$ cat src/rtl/ars_pkg.sv
// Constants, layouts and states of the autoreclose sequencer.
// Assumes a 100 MHz pclk; all timing derives from a 10 ms tick.
package ars_pkg;
  // Time base
  localparam int ARS_CLK_NS = 10;
  localparam int ARS_TICK_NS = 10_000_000;
  localparam int ARS_TICK_CYCLES = ARS_TICK_NS / ARS_CLK_NS;
  localparam int ARS_TICK_W = 20;
  // Setting units expressed in ticks
  localparam logic [15:0] ARS_TICKS_PER_100MS = 16'h000a;
  localparam logic [15:0] ARS_TICKS_PER_S = 16'h0064;
  localparam logic [4:0] ARS_DWELL_MAX = 5'h14;
  // Register byte offsets
  localparam logic [7:0] ARS_OFS_CTRL = 8'h00;
  localparam logic [7:0] ARS_OFS_DLY1 = 8'h04;
  localparam logic [7:0] ARS_OFS_DLY2 = 8'h08;
  localparam logic [7:0] ARS_OFS_HOLD = 8'h0c;
  localparam logic [7:0] ARS_OFS_DWELL = 8'h10;
  localparam logic [7:0] ARS_OFS_RECLAIM = 8'h14;
  localparam logic [7:0] ARS_OFS_STATUS = 8'h18;
  localparam logic [7:0] ARS_OFS_IRQ_STAT = 8'h1c;
  localparam logic [7:0] ARS_OFS_IRQ_MASK = 8'h20;
  // Control field positions
  localparam int ARS_CTRL_HOLD_BIT = 4;
  localparam int ARS_CTRL_LCLR_BIT = 8;
  // Reset values
  localparam logic [2:0] ARS_RST_MODE = 3'h0;
  localparam logic [7:0] ARS_RST_DLY1 = 8'h64;
  localparam logic [7:0] ARS_RST_DLY2 = 8'h03;
  localparam logic [7:0] ARS_RST_HOLD = 8'h01;
  localparam logic [4:0] ARS_RST_DWELL = 5'h05;
  localparam logic [7:0] ARS_RST_RECLAIM = 8'h1e;
  // Mode codes
  localparam logic [2:0] ARS_MODE_OFF = 3'h0;
  localparam logic [2:0] ARS_MODE_REACH = 3'h1;
  localparam logic [2:0] ARS_MODE_ONE = 3'h3;
  localparam logic [2:0] ARS_MODE_TWO = 3'h6;
  // Event bits
  localparam int ARS_EV_W = 4;
  localparam int ARS_EV_TRIP = 0;
  localparam int ARS_EV_CLOSE = 1;
  localparam int ARS_EV_LOCK = 2;
  localparam int ARS_EV_DONE = 3;
  typedef enum logic [2:0] {
    ARS_ST_IDLE = 3'b000,
    ARS_ST_DELAY = 3'b001,
    ARS_ST_HOLD = 3'b010,
    ARS_ST_CLOSE = 3'b011,
    ARS_ST_RECLAIM = 3'b100,
    ARS_ST_LOCK = 3'b101
  } ars_state_e;
endpackage

$ cat src/rtl/ars_if.sv
// Settings and status between the register file and the sequencer.
// Assumes both ends run on pclk.
`timescale 1ns/1ps
interface ars_if;
  logic [2:0] mode;
  logic hold_en;
  logic [7:0] dly1;
  logic [7:0] dly2;
  logic [7:0] hold;
  logic [4:0] dwell;
  logic [7:0] reclaim;
  logic lock_clr;
  logic [2:0] state;
  logic [1:0] attempt;
  logic close;
  logic inhibit;
  logic [ars_pkg::ARS_EV_W-1:0] ev;
  modport regs (output mode, hold_en, dly1, dly2, hold, dwell, reclaim, lock_clr,
                input state, attempt, close, inhibit, ev);
  modport seq (input mode, hold_en, dly1, dly2, hold, dwell, reclaim, lock_clr,
               output state, attempt, close, inhibit, ev);
endinterface

$ cat src/rtl/ars_apb.sv
// APB register file with sticky event status, mask and interrupt.
// Assumes APB3 master on pclk; one wait state per access.
`timescale 1ns/1ps
module ars_apb (
  // Clock and reset
  input wire logic pclk,
  input wire logic presetn,
  // APB slave
  input wire logic psel,
  input wire logic penable,
  input wire logic pwrite,
  input wire logic [7:0] paddr,
  input wire logic [31:0] pwdata,
  output logic [31:0] prdata,
  output logic pready,
  output logic pslverr,
  // Interrupt
  output logic irq,
  // Sequencer side
  ars_if.regs bus
);
  import ars_pkg::*;
  typedef struct packed {
    logic [2:0] mode;
    logic hold_en;
    logic [7:0] dly1;
    logic [7:0] dly2;
    logic [7:0] hold;
    logic [4:0] dwell;
    logic [7:0] reclaim;
    logic [ARS_EV_W-1:0] stat;
    logic [ARS_EV_W-1:0] mask;
    logic lclr;
    logic ready;
    logic err;
    logic [31:0] rdata;
    logic irq;
  } ars_apb_s;
  ars_apb_s q, d;
  logic hit;
  logic [31:0] rd;
  always_comb begin
    hit = 1'b1;
    rd = '0;
    case (paddr)
      ARS_OFS_CTRL: rd = {27'h000_0000, q.hold_en, 1'b0, q.mode};
      ARS_OFS_DLY1: rd = {24'h00_0000, q.dly1};
      ARS_OFS_DLY2: rd = {24'h00_0000, q.dly2};
      ARS_OFS_HOLD: rd = {24'h00_0000, q.hold};
      ARS_OFS_DWELL: rd = {27'h000_0000, q.dwell};
      ARS_OFS_RECLAIM: rd = {24'h00_0000, q.reclaim};
      ARS_OFS_STATUS: rd = {24'h00_0000, bus.state, bus.attempt, bus.close,
                            bus.inhibit, 1'b0};
      ARS_OFS_IRQ_STAT: rd = {28'h000_0000, q.stat};
      ARS_OFS_IRQ_MASK: rd = {28'h000_0000, q.mask};
      default: hit = 1'b0;
    endcase
  end
  always_comb begin
    d = q;
    d.lclr = 1'b0;
    d.ready = psel && penable && !q.ready;
    if (d.ready) begin
      d.err = !hit;
      d.rdata = (hit && !pwrite) ? rd : '0;
    end
    d.stat = q.stat | bus.ev;
    // Write commits on the edge that completes the transfer
    if (q.ready && psel && penable && pwrite && hit) begin
      case (paddr)
        ARS_OFS_CTRL: begin
          d.mode = pwdata[2:0];
          d.hold_en = pwdata[ARS_CTRL_HOLD_BIT];
          d.lclr = pwdata[ARS_CTRL_LCLR_BIT];
        end
        ARS_OFS_DLY1: d.dly1 = pwdata[7:0];
        ARS_OFS_DLY2: d.dly2 = pwdata[7:0];
        ARS_OFS_HOLD: d.hold = pwdata[7:0];
        ARS_OFS_DWELL: d.dwell = pwdata[4:0];
        ARS_OFS_RECLAIM: d.reclaim = pwdata[7:0];
        // New events win over a clear in the same cycle
        ARS_OFS_IRQ_STAT: d.stat = (q.stat & ~pwdata[ARS_EV_W-1:0]) | bus.ev;
        ARS_OFS_IRQ_MASK: d.mask = pwdata[ARS_EV_W-1:0];
        default: d.err = q.err;
      endcase
    end
    d.irq = |(d.stat & d.mask);
  end
  always_ff @(posedge pclk or negedge presetn) begin
    if (!presetn) begin
      q <= '0;
      q.mode <= ARS_RST_MODE;
      q.dly1 <= ARS_RST_DLY1;
      q.dly2 <= ARS_RST_DLY2;
      q.hold <= ARS_RST_HOLD;
      q.dwell <= ARS_RST_DWELL;
      q.reclaim <= ARS_RST_RECLAIM;
    end else begin
      q <= d;
    end
  end
  assign prdata = q.rdata;
  assign pready = q.ready;
  assign pslverr = q.err;
  assign irq = q.irq;
  assign bus.mode = q.mode;
  assign bus.hold_en = q.hold_en;
  assign bus.dly1 = q.dly1;
  assign bus.dly2 = q.dly2;
  assign bus.hold = q.hold;
  assign bus.dwell = q.dwell;
  assign bus.reclaim = q.reclaim;
  assign bus.lock_clr = q.lclr;
endmodule // ars_apb

$ cat src/rtl/ars_tick.sv
// Divider producing a one-cycle tick every TICK_CYCLES clocks.
// Assumes a single pclk domain.
`timescale 1ns/1ps
module ars_tick #(
  parameter int TICK_CYCLES = ars_pkg::ARS_TICK_CYCLES
) (
  // Clock and reset
  input wire logic pclk,
  input wire logic presetn,
  // Tick
  output logic tick
);
  import ars_pkg::*;
  typedef struct packed {
    logic [ARS_TICK_W-1:0] cnt;
    logic tick;
  } ars_tick_s;
  ars_tick_s q, d;
  localparam logic [ARS_TICK_W-1:0] LAST = ARS_TICK_W'(TICK_CYCLES - 1);
  always_comb begin
    d = q;
    d.tick = (q.cnt == LAST);
    d.cnt = d.tick ? '0 : q.cnt + 1'b1;
  end
  always_ff @(posedge pclk or negedge presetn) begin
    if (!presetn) begin
      q <= '0;
    end else begin
      q <= d;
    end
  end
  assign tick = q.tick;
endmodule // ars_tick

$ cat src/rtl/ars_top.sv
// Automatic reclose sequencer: trip to delayed, timed breaker close.
// Assumes trip_in comes from logic on pclk; the inhibit contact is a pin.
//
// Notes on behaviour
// - Mode 0: fully disabled, all outputs inactive; irq still follows latched status and mask.
// - Mode 1: disabled, zone 1 reach reset held.
// - Mode 3: exactly one reclose attempt allowed.
// - Mode 6: two attempts, separate second delay.
// - First delay settable 0.01 to 2.55 s.
// - Second delay settable 1 to 255 s.
// - Sample inhibit before close; clear closes at once.
// - Inhibit with hold: wait, close when cleared.
// - Hold timer expires while inhibited: lockout.
// - Inhibit without hold: lockout at once.
// - Hold timer settable 1 to 255 s.
// - Close pulse lasts 0.1 to 2.0 s.
// - Reclaim wait 1 to 255 s, then reset.
// - Trip in reclaim: next attempt or lockout.
//
// The address map and register access over APB are this design's own decisions.
`timescale 1ns/1ps
module ars_top #(
  parameter int TICK_CYCLES = ars_pkg::ARS_TICK_CYCLES
) (
  // Clock and reset
  input wire logic pclk,
  input wire logic presetn,
  // APB slave
  input wire logic psel,
  input wire logic penable,
  input wire logic pwrite,
  input wire logic [7:0] paddr,
  input wire logic [31:0] pwdata,
  output logic [31:0] prdata,
  output logic pready,
  output logic pslverr,
  // Protection and breaker
  input wire logic trip_in,
  input wire logic inhibit_contact_converter,
  output logic close_breaker,
  output logic zone1_reach_reset_output,
  output logic lockout_active,
  // Interrupt
  output logic irq
);
  import ars_pkg::*;

  typedef struct packed {
    ars_state_e st;
    logic [1:0] att;
    logic [15:0] cnt;
    logic sync1;
    logic sync2;
    logic trip_q;
    logic close;
    logic reach;
    logic lock;
    logic [ARS_EV_W-1:0] ev;
  } ars_seq_s;

  ars_seq_s q, d;
  ars_if bus ();
  logic tick;
  logic trip_rise;
  logic enabled;
  logic [1:0] max_att;
  logic done;
  logic inhibited;
  logic [15:0] t_dly1;
  logic [15:0] t_dly2;
  logic [15:0] t_hold;
  logic [15:0] t_dwell;
  logic [15:0] t_reclaim;

  ars_tick #(
    .TICK_CYCLES(TICK_CYCLES)
  ) u_tick (
    .pclk(pclk),
    .presetn(presetn),
    .tick(tick)
  );

  ars_apb u_apb (
    .pclk(pclk),
    .presetn(presetn),
    .psel(psel),
    .penable(penable),
    .pwrite(pwrite),
    .paddr(paddr),
    .pwdata(pwdata),
    .prdata(prdata),
    .pready(pready),
    .pslverr(pslverr),
    .irq(irq),
    .bus(bus.regs)
  );

  // Zero settings fall back to one unit
  function automatic logic [15:0] at_least_one(input logic [7:0] v);
    at_least_one = (v == 8'h00) ? 16'h0001 : {8'h00, v};
  endfunction

  // Settings converted to 10 ms ticks
  always_comb begin
    t_dly1 = at_least_one(bus.dly1);
    t_dly2 = at_least_one(bus.dly2) * ARS_TICKS_PER_S;
    t_hold = at_least_one(bus.hold) * ARS_TICKS_PER_S;
    if (bus.dwell > ARS_DWELL_MAX) begin
      t_dwell = {11'h000, ARS_DWELL_MAX} * ARS_TICKS_PER_100MS;
    end else begin
      t_dwell = at_least_one({3'h0, bus.dwell}) * ARS_TICKS_PER_100MS;
    end
    t_reclaim = at_least_one(bus.reclaim) * ARS_TICKS_PER_S;
  end

  // Mode decode
  always_comb begin
    enabled = 1'b0;
    max_att = 2'h0;
    case (bus.mode)
      ARS_MODE_ONE: begin
        enabled = 1'b1;
        max_att = 2'h1;
      end
      ARS_MODE_TWO: begin
        enabled = 1'b1;
        max_att = 2'h2;
      end
      default: begin
        enabled = 1'b0;
        max_att = 2'h0;
      end
    endcase
  end

  assign trip_rise = trip_in && !q.trip_q;
  assign done = (q.cnt == 16'h0000);
  assign inhibited = q.sync2;

  always_comb begin
    d = q;
    d.ev = '0;
    d.sync1 = inhibit_contact_converter;
    d.sync2 = q.sync1;
    d.trip_q = trip_in;
    if (tick && !done) begin
      d.cnt = q.cnt - 16'h0001;
    end
    case (q.st)
      ARS_ST_IDLE: begin
        if (trip_rise) begin
          d.st = ARS_ST_DELAY;
          d.att = 2'h1;
          d.cnt = t_dly1;
          d.ev[ARS_EV_TRIP] = 1'b1;
        end
      end
      ARS_ST_DELAY: begin
        if (done) begin
          if (!inhibited) begin
            d.st = ARS_ST_CLOSE;
            d.cnt = t_dwell;
            d.ev[ARS_EV_CLOSE] = 1'b1;
          end else if (bus.hold_en) begin
            d.st = ARS_ST_HOLD;
            d.cnt = t_hold;
          end else begin
            d.st = ARS_ST_LOCK;
            d.ev[ARS_EV_LOCK] = 1'b1;
          end
        end
      end
      ARS_ST_HOLD: begin
        if (!inhibited) begin
          d.st = ARS_ST_CLOSE;
          d.cnt = t_dwell;
          d.ev[ARS_EV_CLOSE] = 1'b1;
        end else if (done) begin
          d.st = ARS_ST_LOCK;
          d.ev[ARS_EV_LOCK] = 1'b1;
        end
      end
      ARS_ST_CLOSE: begin
        if (done) begin
          d.st = ARS_ST_RECLAIM;
          d.cnt = t_reclaim;
        end
      end
      ARS_ST_RECLAIM: begin
        if (trip_rise) begin
          d.ev[ARS_EV_TRIP] = 1'b1;
          if (q.att < max_att) begin
            d.st = ARS_ST_DELAY;
            d.att = q.att + 2'h1;
            d.cnt = t_dly2;
          end else begin
            d.st = ARS_ST_LOCK;
            d.ev[ARS_EV_LOCK] = 1'b1;
          end
        end else if (done) begin
          d.st = ARS_ST_IDLE;
          d.att = 2'h0;
          d.ev[ARS_EV_DONE] = 1'b1;
        end
      end
      ARS_ST_LOCK: begin
        // Left only by software or by disabling the sequencer
        if (bus.lock_clr) begin
          d.st = ARS_ST_IDLE;
          d.att = 2'h0;
        end
      end
      default: begin
        d.st = ARS_ST_IDLE;
        d.att = 2'h0;
      end
    endcase
    if (!enabled) begin
      d.st = ARS_ST_IDLE;
      d.att = 2'h0;
      d.cnt = 16'h0000;
      d.ev = '0;
    end
    d.close = (d.st == ARS_ST_CLOSE);
    d.lock = (d.st == ARS_ST_LOCK);
    d.reach = (bus.mode == ARS_MODE_REACH);
  end

  always_ff @(posedge pclk or negedge presetn) begin
    if (!presetn) begin
      q <= '0;
    end else begin
      q <= d;
    end
  end

  assign close_breaker = q.close;
  assign zone1_reach_reset_output = q.reach;
  assign lockout_active = q.lock;
  assign bus.state = q.st;
  assign bus.attempt = q.att;
  assign bus.close = q.close;
  assign bus.inhibit = q.sync2;
  assign bus.ev = q.ev;
endmodule // ars_top

$ cat config.mk
export PLATFORM = sky130hd
export DESIGN_NAME = ars_top
export DESIGN_NICKNAME = d
export VERILOG_FILES = /design/src/rtl/ars_pkg.sv /design/src/rtl/ars_if.sv /design/src/rtl/ars_apb.sv /design/src/rtl/ars_tick.sv /design/src/rtl/ars_top.sv
export SDC_FILE = /design/constraint.sdc
export NUM_CORES = 1
export LEC_CHECK = 0
export ABC_CLOCK_PERIOD_IN_PS = 4000
export BUFFER_PORTS_ARGS = -buffer_cell sky130_fd_sc_hd__buf_2
export CORE_MARGIN = 1
export CORE_UTILIZATION = 55
export DETAILED_ROUTE_END_ITERATION = 16
export PLACE_DENSITY = 0.83
export SLEW_MARGIN = 15
export SYNTH_ARGS = -nofsm -noshare
export SYNTH_HDL_FRONTEND = slang
export SYNTH_SLANG_ARGS = --single-unit
$ cat constraint.sdc
create_clock -name pclk -period 4 [get_ports pclk]
set_clock_uncertainty 0.15 [all_clocks]
set_input_delay 0.4 -clock pclk [delete_from_list [all_inputs] [get_ports pclk]]
set_output_delay 0.4 -clock pclk [all_outputs]
set_load 0.005 [all_outputs]
==> flow_summary.json <==
{
  "status": "completed",
  "final_core_util_pct": 62.9,
  "route.met3.wl_um": 1920,
  "cp_cell_sequence": "inv_2 > ha_1 > nand3_2 > nand2b_4 > nand2_1 > xnor2_1 > ha_1 > inv_1 > fa_1 > inv_1 > ha_2 > a211o_1 > nand2_1 > a21boi_0 > xor2_1 > a32oi_1 > a31oi_1",
  "slew_headroom_pct": 36.9,
  "core_um2": 15800,
  "top_layer_used": "met4",
  "crit_fanout": 5,
  "cp_top_family": "adder cells",
  "crit_buf_inv": 3,
  "worst_pin_slew_ps": 933,
  "ys_seq_area_share_pct": 31.9,
  "htreeDepth": 4,
  "die_y_um": 129,
  "grt.total_usage_pct": 28.9,
  "cp_slowest_cell": "fa_1",
  "ant_nets": 0,
  "rrSetupSlack_ps": 170,
  "async_flop_share_pct": 100,
  "cts-root-buf": "clkbuf_16",
  "placed_area_um2": 9220,
  "design_area_um2": 9960,
  "fp.dieW_um": 129,
  "end_kind": "flip-flop",
  "yosysMostFrequentCell": "dfrtp_1",
  "area_growth_pct": 11.8,
  "crit_type": "flip-flop to flip-flop",
  "yosys.area.top_type": "dfrtp_1",
  "setup_viol": 0,
  "cts_buffer_depth": 2,
  "finalHoldViolCount": 0,
  "drv_cap": 0,
  "overflow": 0,
  "cpPeakStageDelay_ps": 490,
  "power_density_nw_per_um2": 283,
  "antenna_found_initial": 0,
  "arrival_ps": 4000,
  "synth.area.top_cells": "dfrtp_1 (28%), ha_1 (13%), mux2_2 (5.2%), dfstp_2 (3.5%), buf_4 (2.8%)",
  "grt_start_max_net_pins": 63,
  "clock-sinks": 113,
  "finalNetCount": 1146,
  "initial_core_util_pct": 56.3,
  "num_io_pins": 85,
  "vias_per_cell": 6.21,
  "ir_drop_mv": 0.315,
  "ys.flop_type": "dfrtp_1",
  "clk-insertion-delay-late_ps": 430,
  "hp-class": "primary input to flip-flop",
  "grt_pass1_vias": 7279,
  "dr.first_iter.drc_count": 684,
  "ys_ff_latch": 113,
  "fin_crit_sh_pct": 95.7,
  "cts_made_buffers": 17,
  "hpwl_um": 17100,
  "rows": 46,
  "synth_cells": 951,
  "routedWlPerCell_um": 19.2,
  "vias": 7615,
  "synthDistinctLibCells": 78,
  "n_antenna_cell": 0,
  "period_needed_ps": 3830,
  "yosysTopAreaCellShare_pct": 28.4,
  "wl_met2_um": 11200,
  "yosysWarnings": 0,
  "avgSynthCellArea_um2": 9.37,
  "wl_met1_um": 9680,
  "cp.required_ps": 4170,
  "drive_gt1_share_pct": 19.3,
  "start_kind": "flip-flop",
  "grt_pass1_wl_um": 37000,
  "synth_commonest_cells": "dfrtp_1 (101), ha_1 (91), nand2_1 (66), inv_1 (63), nor2_1 (60)",
  "cts_tree": "done",
  "fmax_mhz": 261,
  "p_leak_nw": 4.78,
  "slew_viol_final": 0,
  "fin_setup_tns_ps": 0,
  "synth_edf_count": 0,
  "synth_area_um2": 8910,
  "clk_pin_slew_ps": 60,
  "totalWireLength_um": 23600,
  "port_buffers": 37,
  "holdWs_ps": 24.7,
  "dieArea_um2": 16700,
  "drt_pass1_iterations": 6,
  "drc_errors": 0,
  "gp_congestion": 1.02
}
[routing by layer]
layer,GRT usage (%),vias to the layer above
met3,5.74,71
met5,0,-
met4,13.4,0
met1,37.5,3649
li1,-,3486
met2,46.7,409
[worst register-to-register path: stages, from the launching register on]
cell and delay [ps]:
dfrtp_1 430, inv_2 80, ha_1 190, nand3_2 120
nand2b_4 160, nand2_1 90, xnor2_1 200, ha_1 180
inv_1 50, fa_1 490, inv_1 40, ha_2 360
a211o_1 180, nand2_1 90, a21boi_0 220, xor2_1 310
a32oi_1 150, a31oi_1 210
[cell families (layout without fill, tap and decap cells)]
| family | after synthesis | count (layout) | synth area share (%) |
|---|---|---|---|
| xor+xnor | 46 | 46 | 4.52 |
| other cells | 1 | 24 | 0.0421 |
| flops | 113 | 113 | 31.9 |
| buf+inv | 125 | 162 | 7.19 |
| fa+ha+maj | 101 | 101 | 15.0 |
| simple gates | 298 | 298 | 18.5 |
| mux | 48 | 48 | 5.97 |
| compound gates | 219 | 219 | 16.8 |
[worst paths after layout]
check | from | endpoint | depth (start not counted)
worst max-delay path | u_apb.bus.hold[5] | q[24] | 17
min in group asynchronous | presetn | u_tick.q[11] | 2
worst min-delay path | pwdata[8] | u_apb.bus.lock_clr | 2
max in group asynchronous | presetn | q[22] | 3
worst max register to register | u_apb.bus.hold[5] | q[24] | 17
worst min register to register | d[8] | bus.inhibit | 0
[flip-flops by register name, summed over array words and instances, names as in the netlist, 2 cells and up]
register / count
bus.attempt: 2
u_apb.bus.hold: 8
u_apb.bus.dly2: 8
u_apb.bus.dly1: 8
u_apb.bus.mode: 3
u_apb.prdata: 8
bus.ev: 4
bus.state: 3
u_apb.bus.reclaim: 8
u_apb.q: 8
q: 17
u_tick.q: 20
u_apb.bus.dwell: 5
[power breakdown]
group          switching [W]  internal, W  total (W)
Sequential        0.00000564      0.00115    0.00116
Clock               0.000580     0.000939    0.00152
Combinational      0.0000972    0.0000437   0.000141
Total               0.000683      0.00213    0.00282
[metrics by stage]
stage                     setup WS, ps  std cells  total power (W)
after global placement             117       1188          0.00131
final                              173       1227          0.00282
after global routing             -11.4       1227          0.00289
after floorplan                    262        974          0.00126
after CTS                         9.67       1223          0.00282
after detailed placement          80.3       1188          0.00131
[area by class of cell]
class / instances / area (µm²)
Clock inverter: 14 / 155
Sequential cell: 113 / 2840
Inverter: 63 / 236
Timing Repair Buffer: 67 / 420
Multi-Input combinational cell: 736 / 5590
Fill cell: 1254 / 5870
Tap cell: 216 / 270
Clock buffer: 18 / 439
[cells in the final DEF (no fill, tap or decap), types with 6 or more instances in the layout]
cell / netlist / final
nor4b_1: 6 / 6
o21ai_1: 2 / 7
o21bai_1: 9 / 9
buf_4: 33 / 28
a211oi_1: 13 / 10
or2_2: 6 / 6
nand2b_1: 15 / 12
xor2_1: 24 / 24
and3_1: 8 / 8
nor3b_1: 11 / 11
nor4_1: 8 / 7
nor2_1: 60 / 60
nand3_1: 23 / 21
a21oi_1: 42 / 42
o21a_1: 6 / 6
inv_1: 63 / 61
xnor2_1: 22 / 22
nor3_1: 16 / 15
o21ai_0: 45 / 38
nor2b_1: 10 / 10
fa_1: 10 / 9
a21o_1: 13 / 13
and2_1: 23 / 23
dfrtp_1: 101 / 101
a22oi_1: 19 / 19
buf_2: 2 / 36
a31oi_1: 13 / 13
mux2_2: 41 / 41
clkbuf_16: 0 / 17
nand2_1: 66 / 66
mux2i_1: 7 / 7
or3_1: 7 / 7
conb_1: 1 / 24
dfstp_2: 12 / 12
ha_1: 91 / 88
[repair_timing]
item                                    in CTS  in global routing
gates cloned                                 0                  0
pin swaps                                    0                  4
hold endpoints to repair                    50                  0
gates resized for setup                      2                 26
endpoints found under the setup margin       2                  6
setup buffers                                0                  4
hold buffers                                 3                  0
Note: power is estimated with default switching activity, not from simulation.
